===== src/lis_pkg.sv =====
/*
 * Register maps, field positions and counts of the lock and sync block.
 * Assumes users import the whole package.
 */
package lis_pkg;
   // Device register port.
   localparam int unsigned LIS_AW           = 8;
   localparam int unsigned LIS_DW           = 8;
   localparam int unsigned LIS_NEV          = 6;
   localparam logic [7:0]  LIS_ADDR_IRQ_EN  = 8'h03;
   localparam logic [7:0]  LIS_ADDR_IRQ_ST  = 8'h04;
   localparam logic [7:0]  LIS_ADDR_PH_ST   = 8'h0D;
   localparam logic [7:0]  LIS_ADDR_SYNC    = 8'h10;
   localparam logic [7:0]  LIS_ADDR_ROTATE  = 8'h11;
   localparam logic [7:0]  LIS_ADDR_RS_LIVE = 8'h21;
   localparam logic [7:0]  LIS_ADDR_DL_LIVE = 8'h2A;
   // Event bits of the enable and status registers.
   localparam int unsigned LIS_EV_RCV_LCK   = 0;
   localparam int unsigned LIS_EV_RCV_LST   = 1;
   localparam int unsigned LIS_EV_DL_LCK    = 2;
   localparam int unsigned LIS_EV_DL_LST    = 3;
   localparam int unsigned LIS_EV_SYN_LCK   = 4;
   localparam int unsigned LIS_EV_SYN_LST   = 5;
   // Sync control fields and values.
   localparam int unsigned LIS_SC_EN_BIT    = 6;
   localparam int unsigned LIS_SC_MST_BIT   = 5;
   localparam logic [7:0]  LIS_SC_MASTER    = 8'h70;
   localparam logic [7:0]  LIS_SC_SLAVE     = 8'h50;
   localparam logic [7:0]  LIS_SC_RESET     = 8'h00;
   // Divide-by-4 phases and lock qualification.
   localparam logic [1:0]  LIS_PH0          = 2'h0;
   localparam logic [1:0]  LIS_PH90         = 2'h1;
   localparam logic [1:0]  LIS_PH_CHECK     = 2'h2;
   localparam logic [1:0]  LIS_DCO_START    = 2'h2;
   localparam logic [2:0]  LIS_LOCK_LAST    = 3'h3;
   // Controller AXI4-Lite map.
   localparam int unsigned LIS_AXI_AW       = 8;
   localparam logic [7:0]  LIS_H_CMD        = 8'h00;
   localparam logic [7:0]  LIS_H_RESULT     = 8'h04;
   localparam logic [7:0]  LIS_H_SNAP       = 8'h08;
   localparam logic [7:0]  LIS_H_ACK        = 8'h0C;
   localparam logic [7:0]  LIS_H_SYNC       = 8'h10;
   localparam logic [7:0]  LIS_H_IRQ_ST     = 8'h14;
   localparam logic [7:0]  LIS_H_IRQ_MASK   = 8'h18;
   localparam int unsigned LIS_CMD_WE_BIT   = 16;
   localparam int unsigned LIS_HI_CMD_DONE  = 0;
   localparam int unsigned LIS_HI_DEV_IRQ   = 1;
   localparam int unsigned LIS_HI_SNAP_DONE = 2;
   localparam logic [1:0]  LIS_RESP_OKAY    = 2'h0;
endpackage


===== src/lis_if.sv =====
/*
 * Link between the device register port and the controller.
 * Assumes both ends run on the same clock; request held until acknowledged.
 */
`timescale 1ns/100ps
interface lis_if;
   import lis_pkg::*;
   logic              req;
   logic              we;
   logic [LIS_AW-1:0] addr;
   logic [LIS_DW-1:0] wdata;
   logic [LIS_DW-1:0] rdata;
   logic              ack;
   logic              irq;

   modport device (
      input  req,
      input  we,
      input  addr,
      input  wdata,
      output rdata,
      output ack,
      output irq
   );
   modport host (
      output req,
      output we,
      output addr,
      output wdata,
      input  rdata,
      input  ack,
      input  irq
   );
endinterface


===== src/lis_host.sv =====
/*
 * Controller end: AXI4-Lite registers that drive the device register port.
 * Assumes every device request is answered by a one-cycle ack.
 */
`timescale 1ns/100ps
module lis_host
   import lis_pkg::*;
(
   input  wire logic                  I_MCLK,
   input  wire logic                  I_ARST_N,
   input  wire logic                  I_AWVALID,
   output logic                       O_AWREADY,
   input  wire logic [LIS_AXI_AW-1:0] I_AWADDR,
   input  wire logic                  I_WVALID,
   output logic                       O_WREADY,
   input  wire logic [31:0]           I_WDATA,
   input  wire logic [3:0]            I_WSTRB,
   output logic                       O_BVALID,
   input  wire logic                  I_BREADY,
   output logic [1:0]                 O_BRESP,
   input  wire logic                  I_ARVALID,
   output logic                       O_ARREADY,
   input  wire logic [LIS_AXI_AW-1:0] I_ARADDR,
   output logic                       O_RVALID,
   input  wire logic                  I_RREADY,
   output logic [31:0]                O_RDATA,
   output logic [1:0]                 O_RRESP,
   output logic                       O_IRQ,
   lis_if.host                        bus
);

   typedef enum logic [1:0] {JOB_CMD, JOB_CLR, JOB_SYNC, JOB_SNAP} lis_job_t;
   typedef enum logic [1:0] {H_IDLE, H_REQ, H_NEXT} lis_hstate_t;

   typedef struct packed {
      logic awrdy; logic wrdy; logic bvalid; logic arrdy; logic rvalid;
      logic [LIS_AXI_AW-1:0] awaddr;
      logic [31:0] wdata;
      logic [31:0] rdata;
      lis_hstate_t hs;
      lis_job_t job;
      logic [1:0] stp; logic [16:0] cmd; logic [5:0] clr_mask; logic sync_master;
      logic [5:0] en_shadow; logic [7:0] last_rd; logic [23:0] snap; logic snap_pend;
      logic irq_prev; logic [2:0] ist; logic [2:0] imask; logic irq;
      logic req; logic we; logic [7:0] addr; logic [7:0] wd;
   } lis_host_st_t;

   lis_host_st_t st_ff;
   lis_host_st_t nxt_st;
   logic [2:0]   hev;
   logic [16:0]  op;

   // {we, addr, data} of a job's current step.
   function automatic logic [16:0] job_op(input lis_host_st_t s);
      logic [16:0] o;
      o = 17'h0;
      unique case (s.job)
         JOB_CMD:  o = s.cmd;
         // Write enable 0, then 1 again.
         JOB_CLR:  o = {1'b1, LIS_ADDR_IRQ_EN, 2'h0,
                        (s.stp == 2'h0) ? (s.en_shadow & ~s.clr_mask)
                                        : (s.en_shadow | s.clr_mask)};
         // Master and slave sync enable values.
         JOB_SYNC: o = {1'b1, LIS_ADDR_SYNC, s.sync_master ? LIS_SC_MASTER : LIS_SC_SLAVE};
         // Read events, then both live registers.
         JOB_SNAP: o = {1'b0, (s.stp == 2'h0) ? LIS_ADDR_IRQ_ST :
                              (s.stp == 2'h1) ? LIS_ADDR_RS_LIVE : LIS_ADDR_DL_LIVE, 8'h00};
      endcase
      return o;
   endfunction

   function automatic logic [1:0] job_last(input lis_job_t j);
      return (j == JOB_CLR) ? 2'h1 : (j == JOB_SNAP) ? 2'h2 : 2'h0;
   endfunction

   assign op = job_op(st_ff);

   always_comb begin
      nxt_st = st_ff;
      hev    = 3'h0;

      // AXI4-Lite write: address and data in either order.
      if (st_ff.awrdy && I_AWVALID) begin
         nxt_st.awrdy  = 1'b0;
         nxt_st.awaddr = I_AWADDR;
      end
      if (st_ff.wrdy && I_WVALID) begin
         nxt_st.wrdy  = 1'b0;
         nxt_st.wdata = I_WDATA;
      end
      if (!st_ff.awrdy && !st_ff.wrdy && !st_ff.bvalid) begin
         nxt_st.bvalid = 1'b1;
         unique case (st_ff.awaddr)
            LIS_H_CMD: if (st_ff.hs == H_IDLE) begin
               nxt_st.cmd = {st_ff.wdata[LIS_CMD_WE_BIT], st_ff.wdata[15:0]};
               nxt_st.job = JOB_CMD;
               nxt_st.hs  = H_NEXT;
            end
            LIS_H_ACK: if (st_ff.hs == H_IDLE) begin
               nxt_st.clr_mask = st_ff.wdata[5:0];
               nxt_st.job      = JOB_CLR;
               nxt_st.hs       = H_NEXT;
            end
            LIS_H_SYNC: if (st_ff.hs == H_IDLE) begin
               nxt_st.sync_master = st_ff.wdata[0];
               nxt_st.job         = JOB_SYNC;
               nxt_st.hs          = H_NEXT;
            end
            LIS_H_IRQ_MASK: nxt_st.imask = st_ff.wdata[2:0];
            default: ;
         endcase
      end
      if (st_ff.bvalid && I_BREADY) begin
         nxt_st.bvalid = 1'b0;
         nxt_st.awrdy  = 1'b1;
         nxt_st.wrdy   = 1'b1;
      end

      // A device request edge queues a snapshot.
      nxt_st.irq_prev = bus.irq;
      if (bus.irq && !st_ff.irq_prev) begin
         hev[LIS_HI_DEV_IRQ] = 1'b1;
         nxt_st.snap_pend    = 1'b1;
      end
      if (nxt_st.hs == H_IDLE && nxt_st.snap_pend) begin
         nxt_st.snap_pend = 1'b0;
         nxt_st.job       = JOB_SNAP;
         nxt_st.hs        = H_NEXT;
      end

      unique case (st_ff.hs)
         H_IDLE: nxt_st.stp = 2'h0;
         H_NEXT: begin
            nxt_st.req  = 1'b1;
            nxt_st.we   = op[16];
            nxt_st.addr = op[15:8];
            nxt_st.wd   = op[7:0];
            nxt_st.hs   = H_REQ;
            if (op[16] && op[15:8] == LIS_ADDR_IRQ_EN) begin
               nxt_st.en_shadow = op[5:0];
            end
         end
         H_REQ: if (bus.ack) begin
            nxt_st.req     = 1'b0;
            nxt_st.last_rd = bus.rdata;
            if (st_ff.job == JOB_SNAP) begin
               nxt_st.snap = {st_ff.snap[15:0], bus.rdata};
            end
            if (st_ff.stp == job_last(st_ff.job)) begin
               nxt_st.hs = H_IDLE;
               if (st_ff.job == JOB_SNAP) begin
                  hev[LIS_HI_SNAP_DONE] = 1'b1;
               end else begin
                  hev[LIS_HI_CMD_DONE] = 1'b1;
               end
            end else begin
               nxt_st.stp = st_ff.stp + 2'h1;
               nxt_st.hs  = H_NEXT;
            end
         end
         default: ;
      endcase

      // AXI4-Lite read; status clears on read, new events win.
      if (st_ff.rvalid && I_RREADY) begin
         nxt_st.rvalid = 1'b0;
         nxt_st.arrdy  = 1'b1;
      end
      nxt_st.ist = st_ff.ist;
      if (st_ff.arrdy && I_ARVALID) begin
         nxt_st.arrdy  = 1'b0;
         nxt_st.rvalid = 1'b1;
         unique case (I_ARADDR)
            LIS_H_CMD:      nxt_st.rdata = {15'h0, st_ff.cmd};
            LIS_H_RESULT:   nxt_st.rdata = {st_ff.hs != H_IDLE, 23'h0, st_ff.last_rd};
            LIS_H_SNAP:     nxt_st.rdata = {8'h00, st_ff.snap};
            LIS_H_IRQ_ST: begin
               nxt_st.rdata = {29'h0, st_ff.ist};
               nxt_st.ist   = 3'h0;
            end
            LIS_H_IRQ_MASK: nxt_st.rdata = {29'h0, st_ff.imask};
            default:        nxt_st.rdata = 32'h0;
         endcase
      end
      nxt_st.ist = nxt_st.ist | hev;
      nxt_st.irq = |(nxt_st.ist & nxt_st.imask);
   end

   always_ff @(posedge I_MCLK or negedge I_ARST_N) begin
      if (!I_ARST_N) begin
         st_ff       <= '0;
         st_ff.awrdy <= 1'b1;
         st_ff.wrdy  <= 1'b1;
         st_ff.arrdy <= 1'b1;
      end else begin
         st_ff <= nxt_st;
      end
   end

   assign O_AWREADY = st_ff.awrdy;
   assign O_WREADY  = st_ff.wrdy;
   assign O_BVALID  = st_ff.bvalid;
   assign O_BRESP   = LIS_RESP_OKAY;
   assign O_ARREADY = st_ff.arrdy;
   assign O_RVALID  = st_ff.rvalid;
   assign O_RDATA   = st_ff.rdata;
   assign O_RRESP   = LIS_RESP_OKAY;
   assign O_IRQ     = st_ff.irq;
   assign bus.req   = st_ff.req;
   assign bus.we    = st_ff.we;
   assign bus.addr  = st_ff.addr;
   assign bus.wdata = st_ff.wd;

endmodule // lis_host


===== src/flat_wrapper.sv =====
// flat-port wrapper written by rule: the top's interface ports become plain ports
module lis_host_flat import lis_pkg::*;
  (I_MCLK, I_ARST_N, I_AWVALID, O_AWREADY, I_AWADDR, I_WVALID, O_WREADY, I_WDATA, I_WSTRB, O_BVALID, I_BREADY, O_BRESP, I_ARVALID, O_ARREADY, I_ARADDR, O_RVALID, I_RREADY, O_RDATA, O_RRESP, O_IRQ, bus_req, bus_we, bus_addr, bus_wdata, bus_rdata, bus_ack, bus_irq);
  lis_if bus_i ();
  input  wire logic I_MCLK;
  input  wire logic I_ARST_N;
  input  wire logic I_AWVALID;
  output logic O_AWREADY;
  input  wire logic [LIS_AXI_AW-1:0] I_AWADDR;
  input  wire logic I_WVALID;
  output logic O_WREADY;
  input  wire logic [31:0] I_WDATA;
  input  wire logic [3:0] I_WSTRB;
  output logic O_BVALID;
  input  wire logic I_BREADY;
  output logic [1:0] O_BRESP;
  input  wire logic I_ARVALID;
  output logic O_ARREADY;
  input  wire logic [LIS_AXI_AW-1:0] I_ARADDR;
  output logic O_RVALID;
  input  wire logic I_RREADY;
  output logic [31:0] O_RDATA;
  output logic [1:0] O_RRESP;
  output logic O_IRQ;
  output wire logic [$bits(bus_i.req)-1:0] bus_req;
  output wire logic [$bits(bus_i.we)-1:0] bus_we;
  output wire logic [$bits(bus_i.addr)-1:0] bus_addr;
  output wire logic [$bits(bus_i.wdata)-1:0] bus_wdata;
  input wire logic [$bits(bus_i.rdata)-1:0] bus_rdata;
  input wire logic [$bits(bus_i.ack)-1:0] bus_ack;
  input wire logic [$bits(bus_i.irq)-1:0] bus_irq;
  assign bus_req = bus_i.req;
  assign bus_we = bus_i.we;
  assign bus_addr = bus_i.addr;
  assign bus_wdata = bus_i.wdata;
  assign bus_i.rdata = bus_rdata;
  assign bus_i.ack = bus_ack;
  assign bus_i.irq = bus_irq;
  lis_host u_core (.I_MCLK(I_MCLK), .I_ARST_N(I_ARST_N), .I_AWVALID(I_AWVALID), .O_AWREADY(O_AWREADY), .I_AWADDR(I_AWADDR), .I_WVALID(I_WVALID), .O_WREADY(O_WREADY), .I_WDATA(I_WDATA), .I_WSTRB(I_WSTRB), .O_BVALID(O_BVALID), .I_BREADY(I_BREADY), .O_BRESP(O_BRESP), .I_ARVALID(I_ARVALID), .O_ARREADY(O_ARREADY), .I_ARADDR(I_ARADDR), .O_RVALID(O_RVALID), .I_RREADY(I_RREADY), .O_RDATA(O_RDATA), .O_RRESP(O_RRESP), .O_IRQ(O_IRQ), .bus(bus_i));
endmodule

===== config.mk =====
export PLATFORM = sky130hd
export DESIGN_NAME = lis_host_flat
export DESIGN_NICKNAME = d
export VERILOG_FILES = /design/src/lis_pkg.sv /design/src/lis_if.sv /design/src/lis_host.sv /design/src/flat_wrapper.sv
export SDC_FILE = /design/constraint.sdc
export NUM_CORES = 1
export LEC_CHECK = 0
export BUFFER_PORTS_ARGS = -buffer_cell sky130_fd_sc_hd__buf_2
export CELL_PAD_IN_SITES_DETAIL_PLACEMENT = 1
export CELL_PAD_IN_SITES_GLOBAL_PLACEMENT = 1
export CORE_MARGIN = 10
export CORE_UTILIZATION = 45
export DETAILED_ROUTE_END_ITERATION = 8
export HOLD_SLACK_MARGIN = 0.08
export PLACE_DENSITY = 0.83
export SYNTH_ARGS = -nofsm -noshare
export SYNTH_HDL_FRONTEND = slang
export SYNTH_SLANG_ARGS = --single-unit

===== constraint.sdc =====
create_clock -name I_MCLK -period 6.1 [get_ports I_MCLK]
set_clock_uncertainty 0.15 [all_clocks]
set_input_delay 0.305 -clock I_MCLK [delete_from_list [all_inputs] [get_ports I_MCLK]]
set_output_delay 0.305 -clock I_MCLK [all_outputs]
set_load 0.03 [all_outputs]

==> flow_results.org, run 1 <==
** Status
- The flow ran to the end, and the final reports show no timing, DRC or antenna violations.

** Synth
- The cell area that synthesis handed to floorplanning was approximately 7000 µm².
- In this run the mean area of a mapped cell was 12.0 µm².
- Synth Flop Type :: dfrtp_1
- The netlist uses 50 different library cells.
- The synthesized design contains 150 register bits.
- Portion of synthesized cell area occupied by the leading cell type :: roughly 52%
- During synthesis, Yosys emitted a total of 0 warnings.
- Async set-or-reset flop fraction in the synthesized netlist :: 100%
- After synthesis, the cell types taking the most area are dfrtp_1 52%, mux2_2 15%, buf_4 5.7%.
- Summed over all instances, the cell type with the most area after synthesis is dfrtp_1.
- Synthesized instance count :: slightly below 600
- Number of synthesized flops with an enable pin :: 0
- Post-synthesis sequential area ratio :: 53.6%

** Finish
- In the final layout, the share of cells above drive strength 1 is between 30% and 40%.
- Post-route core utilization :: a little over half
- Relative to the synthesized area, the layout overhead comes to 19.6%.
- Total non-filler cell area in the finished layout :: ~8400 µm²
- Antenna fix cells :: 0
- At the end of the flow, the number of nets in the layout was 760.

** Routing
- After detailed routing, the average wire length per cell comes to 20.9 µm.
- Number of vias per cell :: 5.26
- The first TritonRoute pass finished after 4 iterations.
- After detailed routing, the number of remaining DRC violations is 0.
- The count of nets left with antenna violations once routing finished came out at 0.
- Vias :: roughly 4800
- For this block, the routed nets add up to 18.9 mm of wire.
- DR iter-0 viols :: 240

** Timing
- Number of pins with negative max-slew slack in the final report :: 0
- Setup repair after global routing left no endpoint under its margin.
- The count of final hold-check violations came to 0.
- Worst Tran Pin Value :: 1120 ps
- Final Setup Violations :: 0
- The worst path uses about 49% of the clock period.
- Final sum of negative setup slack :: 0 ps
- Max frequency :: ~330 MHz
- The clock period could shrink to approximately 3000 ps.
- Worst rel slew slack :: between 20% and 30%

** Clocking
- Clock edge transition at the registers on the reported setup and hold paths :: 60 ps
- The H-tree was split into 4 levels.
- The tree built by TritonCTS fans out to 150 sinks.
- TritonCTS built the clock tree.
- Buffers inserted during clock tree synthesis total 17.
- Buffers inserted by post-CTS timing repair :: 0
- After clock tree synthesis, the flow added hold-fix buffers numbering 44.
- Clk Latency, worst-skew pair :: around 430 ps
- After clock tree synthesis, the repair step resized 0 gates.
- Clock tree synthesis selected as its root buffer the cell clkbuf_16.
- Clk buf depth :: 2

** Floorplanning
- Once the floorplan was initialized, standard cells occupied around 46% of the core.
- Area of the core region :: ~15000 µm²
- Row count :: 45
- Full die area :: 21000 µm²
- Chip Width :: about 140 µm
- Vert. Die Dim :: around 140 µm
- Ports placed on the boundary :: roughly 130

** Power
- Summed over all cells, the static leakage comes to around 0.0040 µW.
- Worst VDD drop :: between 0.0002 and 0.0003 V
- Power spread over the standard cell area amounts to around 430 nW/µm².

** Global routing
- Total grt overflow :: 0
- Global-route wire length before repair :: approximately 30 mm
- Largest net degree at the start of global routing :: 82
- Global routing consumed, over all layers together, between 10% and 20% of the routing resources.
- Number of antenna violations at the first check in global routing :: 0
- The number of global-route vias before repair was 5432.

** Placement
- Placer congestion estimate :: approximately 0.83
- Once detailed placement completed, the half-perimeter wirelength came to between 10 and 15 mm.
- After detailed placement, the total cell area comes to 7310 µm².
- Buffers placed on the I/O ports in this run total slightly below 100.

** Setup path
- The worst register-to-register path begins at u_core.st_ff[91].
- The critical path in this run is classified as flip-flop to flip-flop.
- CP Capture Type :: flip-flop
- The critical path starts at u_core.st_ff[91].
- Data required time at the worst endpoint :: 6260 ps
- The worst setup path is launched from a flip-flop.
- Data arrival, critical path :: about 3200 ps
- Of all nets on the critical path, the largest fanout is 28.

** Min path
- Tightest Hold Check Type :: input port to flip-flop
- Hold path startpoint :: I_ARADDR[1]

** Flow run
- Total of max-cap violations :: 0
[layout make-up]
type	instances	area [µm²]
multi-input combinational	350	2710
timing repair buffer	143	945
sequential	150	3760
inverter	19	71.3
tap	211	264
fill	1618	6870
clock buffer	22	474
clock inverter	10	166
[worst max-delay path: stages, from the launching register on]
cell and delay, ps:
dfrtp_1 410, inv_1 130, ha_1 780, mux2_2 310, nand2_1 100, nor4_4 580, mux2_2 420
[flip-flops by register name, summed over array words and instances, names as in the netlist, 8 cells and up]
signal            flops
u_core.bus.addr       8
u_core.st_ff        101
u_core.bus.wdata      8
u_core.O_RDATA       25
[metrics by stage]
stage	setup WS (ps)	hold WS, ps	total power (µW)	instances
after floorplan	3870	-141	2100	594
after global placement	3270	196	2290	829
after detailed placement	3220	202	2370	829
after CTS	3150	175	3560	905
after global routing	2980	198	3740	905
final	3110	186	3570	905
[cells in the final DEF (no fill, tap or decap), types with 11 or more instances in the layout]
cell type        n
a21oi_1         15
a22oi_1         15
buf_2           97
clkbuf_16       17
conb_1          11
dfrtp_1        147
dlygate4sd3_1   44
inv_1           19
mux2_2          94
mux2i_1         12
nand2_1         57
nor2_1          14
o21ai_0         45
[power by group]
group,leakage (µW),internal (µW),switching [µW],total [µW]
registers,0.00193,1280,264,1550
clock network,0.000307,720,427,1150
logic,0.00172,410,470,880
[Yosys cell counts, types with 2 or more instances]
cell / instances
or3_1: 2
or2_2: 2
nor2_1: 14
ha_1: 10
nor4_4: 3
buf_4: 53
mux2i_1: 12
nor3_1: 2
nand2_1: 57
buf_1: 2
dfstp_2: 3
xnor2_1: 2
o21ai_0: 45
nor2b_1: 7
a32o_1: 2
a21o_1: 2
inv_1: 19
nand3_1: 9
buf_6: 2
mux2_2: 94
nor3b_1: 2
clkbuf_1: 15
o2bb2ai_1: 3
a21oi_1: 15
a22oi_1: 15
a211oi_1: 2
a22o_1: 6
dfrtp_1: 147
buf_2: 2
mux2_4: 10
nand2b_1: 4
and3b_1: 2
nand4_1: 2
[cells by family (layout without fill, tap and decap cells)]
group | after synthesis | in the layout | share of synthesized area [%]
AO/OA/AOI/OAI | 95 | 95 | 8.26
XOR/XNOR | 2 | 2 | 0.250
adder cells (fa/ha/maj) | 10 | 10 | 1.78
buffers and inverters | 94 | 194 | 8.28
flip-flops | 150 | 150 | 53.6
multiplexers | 117 | 117 | 19.1
other | 1 | 11 | 0.0535
AND/OR/NAND/NOR | 115 | 115 | 8.69
[path summary, 6_finish.rpt]
check / endpoint / slack, ps / cells after the start
min in group asynchronous: u_core.O_RVALID / 300 / 2
max in group asynchronous: u_core.st_ff[32] / 4030 / 3
hold / removal: u_core.O_RDATA[31] / 190 / 3
setup reg to reg: u_core.st_ff[64] / 3110 / 6
hold reg to reg: u_core.O_RDATA[18] / 320 / 2
setup / recovery: u_core.st_ff[64] / 3110 / 6
[metal layers]
metal,GRT usage (%),up-vias,part of all wire [%]
met5,0,-,0
met4,5.74,0,1.5
met3,4.73,23,5.1
met2,31.9,116,50
met1,22.2,2452,43
li1,-,2170,-
Note: power is estimated with default switching activity, not from simulation.
==> run 2, diff against run 1 <==
--- a/config.mk
+++ b/config.mk
@@ -5,14 +5,15 @@
 export SDC_FILE = /design/constraint.sdc
 export NUM_CORES = 1
 export LEC_CHECK = 0
+export ABC_AREA = 1
 export BUFFER_PORTS_ARGS = -buffer_cell sky130_fd_sc_hd__buf_2
 export CELL_PAD_IN_SITES_DETAIL_PLACEMENT = 1
 export CELL_PAD_IN_SITES_GLOBAL_PLACEMENT = 1
 export CORE_MARGIN = 10
-export CORE_UTILIZATION = 45
+export CORE_UTILIZATION = 41
 export DETAILED_ROUTE_END_ITERATION = 8
 export HOLD_SLACK_MARGIN = 0.08
-export PLACE_DENSITY = 0.83
+export PLACE_DENSITY = 0.81
 export SYNTH_ARGS = -nofsm -noshare
 export SYNTH_HDL_FRONTEND = slang
 export SYNTH_SLANG_ARGS = --single-unit
==> constraint.sdc (replaced) <==
create_clock -name I_MCLK -period 3.1 [get_ports I_MCLK]
set_clock_uncertainty 0.15 [all_clocks]
set_input_delay 0.155 -clock I_MCLK [delete_from_list [all_inputs] [get_ports I_MCLK]]
set_output_delay 0.155 -clock I_MCLK [all_outputs]
set_load 0.03 [all_outputs]
==> run 2 against run 1 <==
  * Final cell count rose by 27%
  * Non-clock buffer count rose by 9
  * Synthesized area down 0.71%
  * Sequential share of layout area is 0.16 points lower
  * Clock power increased by 90%
  * Die area rose by 7.7%
  * Routed wire length increased by 2.6%
  * Global-route usage decreased by 0.64 points
  * Via count grew 19%
  * Synthesized cell count is 40% higher
  * Core utilization shrank 4.4 points
  * Register-to-register slack lost 2600 ps
  * Largest cell class unchanged
  * Highest routed layer unchanged
==> flow_results.org, run 2 <==
** Finish
- Registers take 3760 µm².
- After filler insertion, the fill cell instance count of the layout stands at 1987.
- Final Net Count :: 996
- The register with the most flip-flops in the layout has 101 of them.
- Leading cell type in the layout, fill and taps excluded :: nand2_1
- Ranked by flip-flop count, first place goes to u_core.st_ff.
- In the final layout, the multi-input gates occupy 2380 µm².
- Top library cells by usage in the layout, fill and taps aside :: 230 x nand2_1, 147 x dfrtp_1, 97 x buf_2, 93 x o21ai_0, 87 x inv_1
- In the final layout, the share of cells above drive strength 1 is between 10% and 20%.
- Area overhead of the layout relative to synthesis :: 20.9%

** Power
- The analysis attributes to cell leakage a power of 0.00440 µW.
- Switching Fraction :: 34.4%
- Summed over all nets, the switching power comes to about 2300 µW.
- Sequential cells burn about two fifths of the power.
- Int Pwr :: between 4000 and 5000 µW
- Combinational cell fraction of total power :: a little over a quarter
- Clock network fraction of total power :: approximately a third
- Worst VDD drop :: between 0.0005 and 0.0006 V
- P per Cell Area :: 791 nW/µm²

** Setup path
- Along the worst path, the maximum fanout reaches 8.
- The worst register-to-register path begins at u_core.st_ff[91].
- Data required time at the worst endpoint :: 3290 ps
- Data on the critical path arrives at its endpoint at 2930 ps.
- In this run the register-to-register setup slack is a little under 500 ps.
- Worst R2R End :: u_core.st_ff[64]
- STA classifies the critical path endpoint as a flip-flop.
- Critical path startpoint :: I_ARADDR[7]
- The worst setup path is launched from an input port.
- In this run the worst setup path terminates at u_core.O_RDATA[3].
- Classification of the worst setup path :: input port to flip-flop
- The number of cells on the worst reg-to-reg path is 10.

** Synth
- Top cells by area in the synthesized netlist :: dfrtp_1 53%, nand2_1 12%, o21ai_0 6.7%
- Number of synthesized flops with an enable pin :: 0
- Number of synthesis warnings :: 0
- Leading cell type by number of instances after synthesis :: nand2_1
- Of the synthesized area, sequential elements account for a little over half.
- Synthesized instance count :: between 800 and 900
- Synth Flop Type :: dfrtp_1
- After synthesis, the share of flip-flops with an asynchronous set or reset is between 90% and 100%.
- The cell area that synthesis handed to floorplanning was about 7000 µm².
- Count of unique library cells instantiated by Yosys :: 39
- Cell type with the highest aggregate area in the netlist :: dfrtp_1
- Portion of synthesized cell area occupied by the leading cell type :: between 50% and 60%
- The synthesized design contains 150 register bits.
- Most frequent cells after synthesis :: 230 x nand2_1, 147 x dfrtp_1, 93 x o21ai_0, 87 x inv_1
- Post-synthesis area per instance :: between 8 and 9 µm²

** Clocking
- Buffers inserted to repair hold after CTS numbered 47.
- The clock drives 150 sinks.
- Clk buf depth :: 2
- The root buffer cell chosen for the clock tree is clkbuf_16.
- Buffers inserted by post-CTS timing repair :: 0
- Clock edge transition at the registers on the reported setup and hold paths :: around 60 ps
- Clk Latency, worst-skew pair :: approximately 430 ps
- TritonCTS built the clock tree.
- TritonCTS created 17 clock buffers.
- Cts repair resizes :: 0
- The H-tree was split into 4 levels.

** Global routing
- Entering global routing, the biggest net connects between 70 and 80 pins.
- Total grt overflow :: 0
- The first global-routing pass estimated ~32 mm of wire.
- Number of antenna violations at the first check in global routing :: 1
- The number of global-route vias before repair came to just over 6000.
- Global routing used between 15 and 20% of the available tracks across all layers.

** Timing
- The worst path uses 88.3% of the clock period.
- Hold timing on the final database bottoms out at a slack of 94.4 ps.
- Final sum of negative setup slack :: 0 ps
- Setup slack on the critical path of the routed design comes to about 360 ps.
- Worst Tran Pin Value :: 986 ps
- Number of pins with negative max-slew slack in the final report :: 0
- The routed design could run at a clock period as short as between 2000 and 3000 ps.
- Max frequency :: between 300 and 400 MHz
- Headroom to the max-slew limit came out at 34.1%.
- The count of final hold-check violations was 0.
- Setup repair after global routing left no endpoint under its margin.
- Final Setup Violations :: 0

** Floorplanning
- Full die area :: around 23000 µm²
- For this configuration, the core starts out at a cell density of a little over two fifths.
- In this run the vertical extent of the chip is between 150 and 200 µm.
- The die is roughly 150 µm wide.
- Row generation in the floorplan step produced 47 rows.
- The total area inside the core boundary comes to ~17000 µm².
- Pin placement for this block handled 129 I/O pins.

** Placement
- At the end of routability-driven placement, the weighted congestion stood at between 0.8 and 0.9.
- The count of buffers added on input and output ports is between 90 and 100.
- Before CTS, the worst setup slack after placement is around 600 ps.
- Final HPWL DP :: about 13 mm

** Min path
- Tightest Hold Check Type :: input port to flip-flop

** Routing
- Detailed routing inserted a total of ~5700 vias.
- The detail route stage leaves a number of antenna-violating nets equal to 0.
- Total wire length after detailed routing :: about 19 mm
- For this run, the detailed router's first-pass iteration total came to 5.
- WL per Instance :: 16.9 µm
- DR iter-0 viols :: 428
- Using the TritonRoute via totals, the vias-per-cell ratio works out to between 4 and 5.
- DRC Markers :: 0

** Flow run
- Across the run, the number of max-cap violations was 0.

** Status
- The run finished with clean final reports.
==> run 2: cell count changes in the layout (fill, tap and decap cells not counted), moves of 27 or more <==
cell,before,now
a21oi_1,15,42
inv_1,19,87
o21ai_0,45,93
nor2_1,14,53
nand2_1,57,230
mux2_2,94,5
==> run 2: worst min path at each step <==
stage	slack [ps]	depth (start not counted)	start	to
floorplan	-290	0	I_ARST_N	u_core.O_BVALID
global placement	60	1	I_ARST_N	u_core.st_ff[47]
detailed placement	60	1	I_ARST_N	u_core.st_ff[49]
CTS	90	4	I_ARVALID	u_core.O_RVALID
global route	140	4	I_ARVALID	u_core.O_RVALID
finish	90	4	I_ARVALID	u_core.O_RVALID
==> run 2: metal layers <==
layer	vias to the layer above	part of all wire (%)	global-route usage [%]
met4	0	2.5	7.58
met1	2770	43	21.6
li1	2719	-	-
met3	38	6.0	4.50
met5	-	0	0
met2	144	48	29.7
==> run 2: logic make-up (layout without fill, tap and decap cells) <==
kind of cell	count (synthesis)	after routing	share of synthesized area [%]
xor+xnor	1	1	0.126
simple gates	322	322	18.9
mux	5	5	0.809
buf+inv	170	273	12.4
flops	150	150	54.0
fa+ha+maj	10	10	1.80
compound gates	158	158	12.0
other cells	1	12	0.0539
==> run 2: worst max-delay path: stages <==
cell	delay, ps
dlygate4sd3_1	540
buf_2	130
nor2_1	70
dlygate4sd3_1	550
nand3_1	70
inv_1	100
dlygate4sd3_1	560
nand2_1	70
inv_1	240
nand2_1	100
nand2_1	100
a21oi_1	70
o21ai_0	170
==> run 2: final cells by class <==
| type | instances | area share, % |
|---|---|---|
| sequential | 150 | 44.6 |
| tap | 220 | 3.27 |
| timing repair buffer | 152 | 12.4 |
| inverter | 89 | 3.97 |
| multi-input combinational | 507 | 28.3 |
| clock inverter | 12 | 2.12 |
| clock buffer | 20 | 5.30 |
| antenna | 1 | 0.0297 |
==> run 2: power groups by stage <==
| stage | registers, µW | logic [µW] | clock network [µW] |
|---|---|---|---|
| after global placement | 2690 | 1640 | 0 |
| after floorplan | 2720 | 1240 | 0 |
| after CTS | 2690 | 1790 | 2220 |
| after global routing | 2750 | 2020 | 2310 |
| after detailed placement | 2720 | 1710 | 0 |
| final | 2690 | 1780 | 2190 |
==> run 2: stage by stage <==
step / cell area (µm²) / instances / total power [µW] / utilization (%)
after detailed placement: 7320 / 1071 / 4420 / 44.0
after CTS: 8420 / 1150 / 6700 / 50.6
after global routing: 8420 / 1151 / 7080 / 50.6
after global placement: 7320 / 1071 / 4330 / 44.0
after floorplan: 7000 / 827 / 3960 / -
final: 8420 / 1151 / 6660 / 50.6
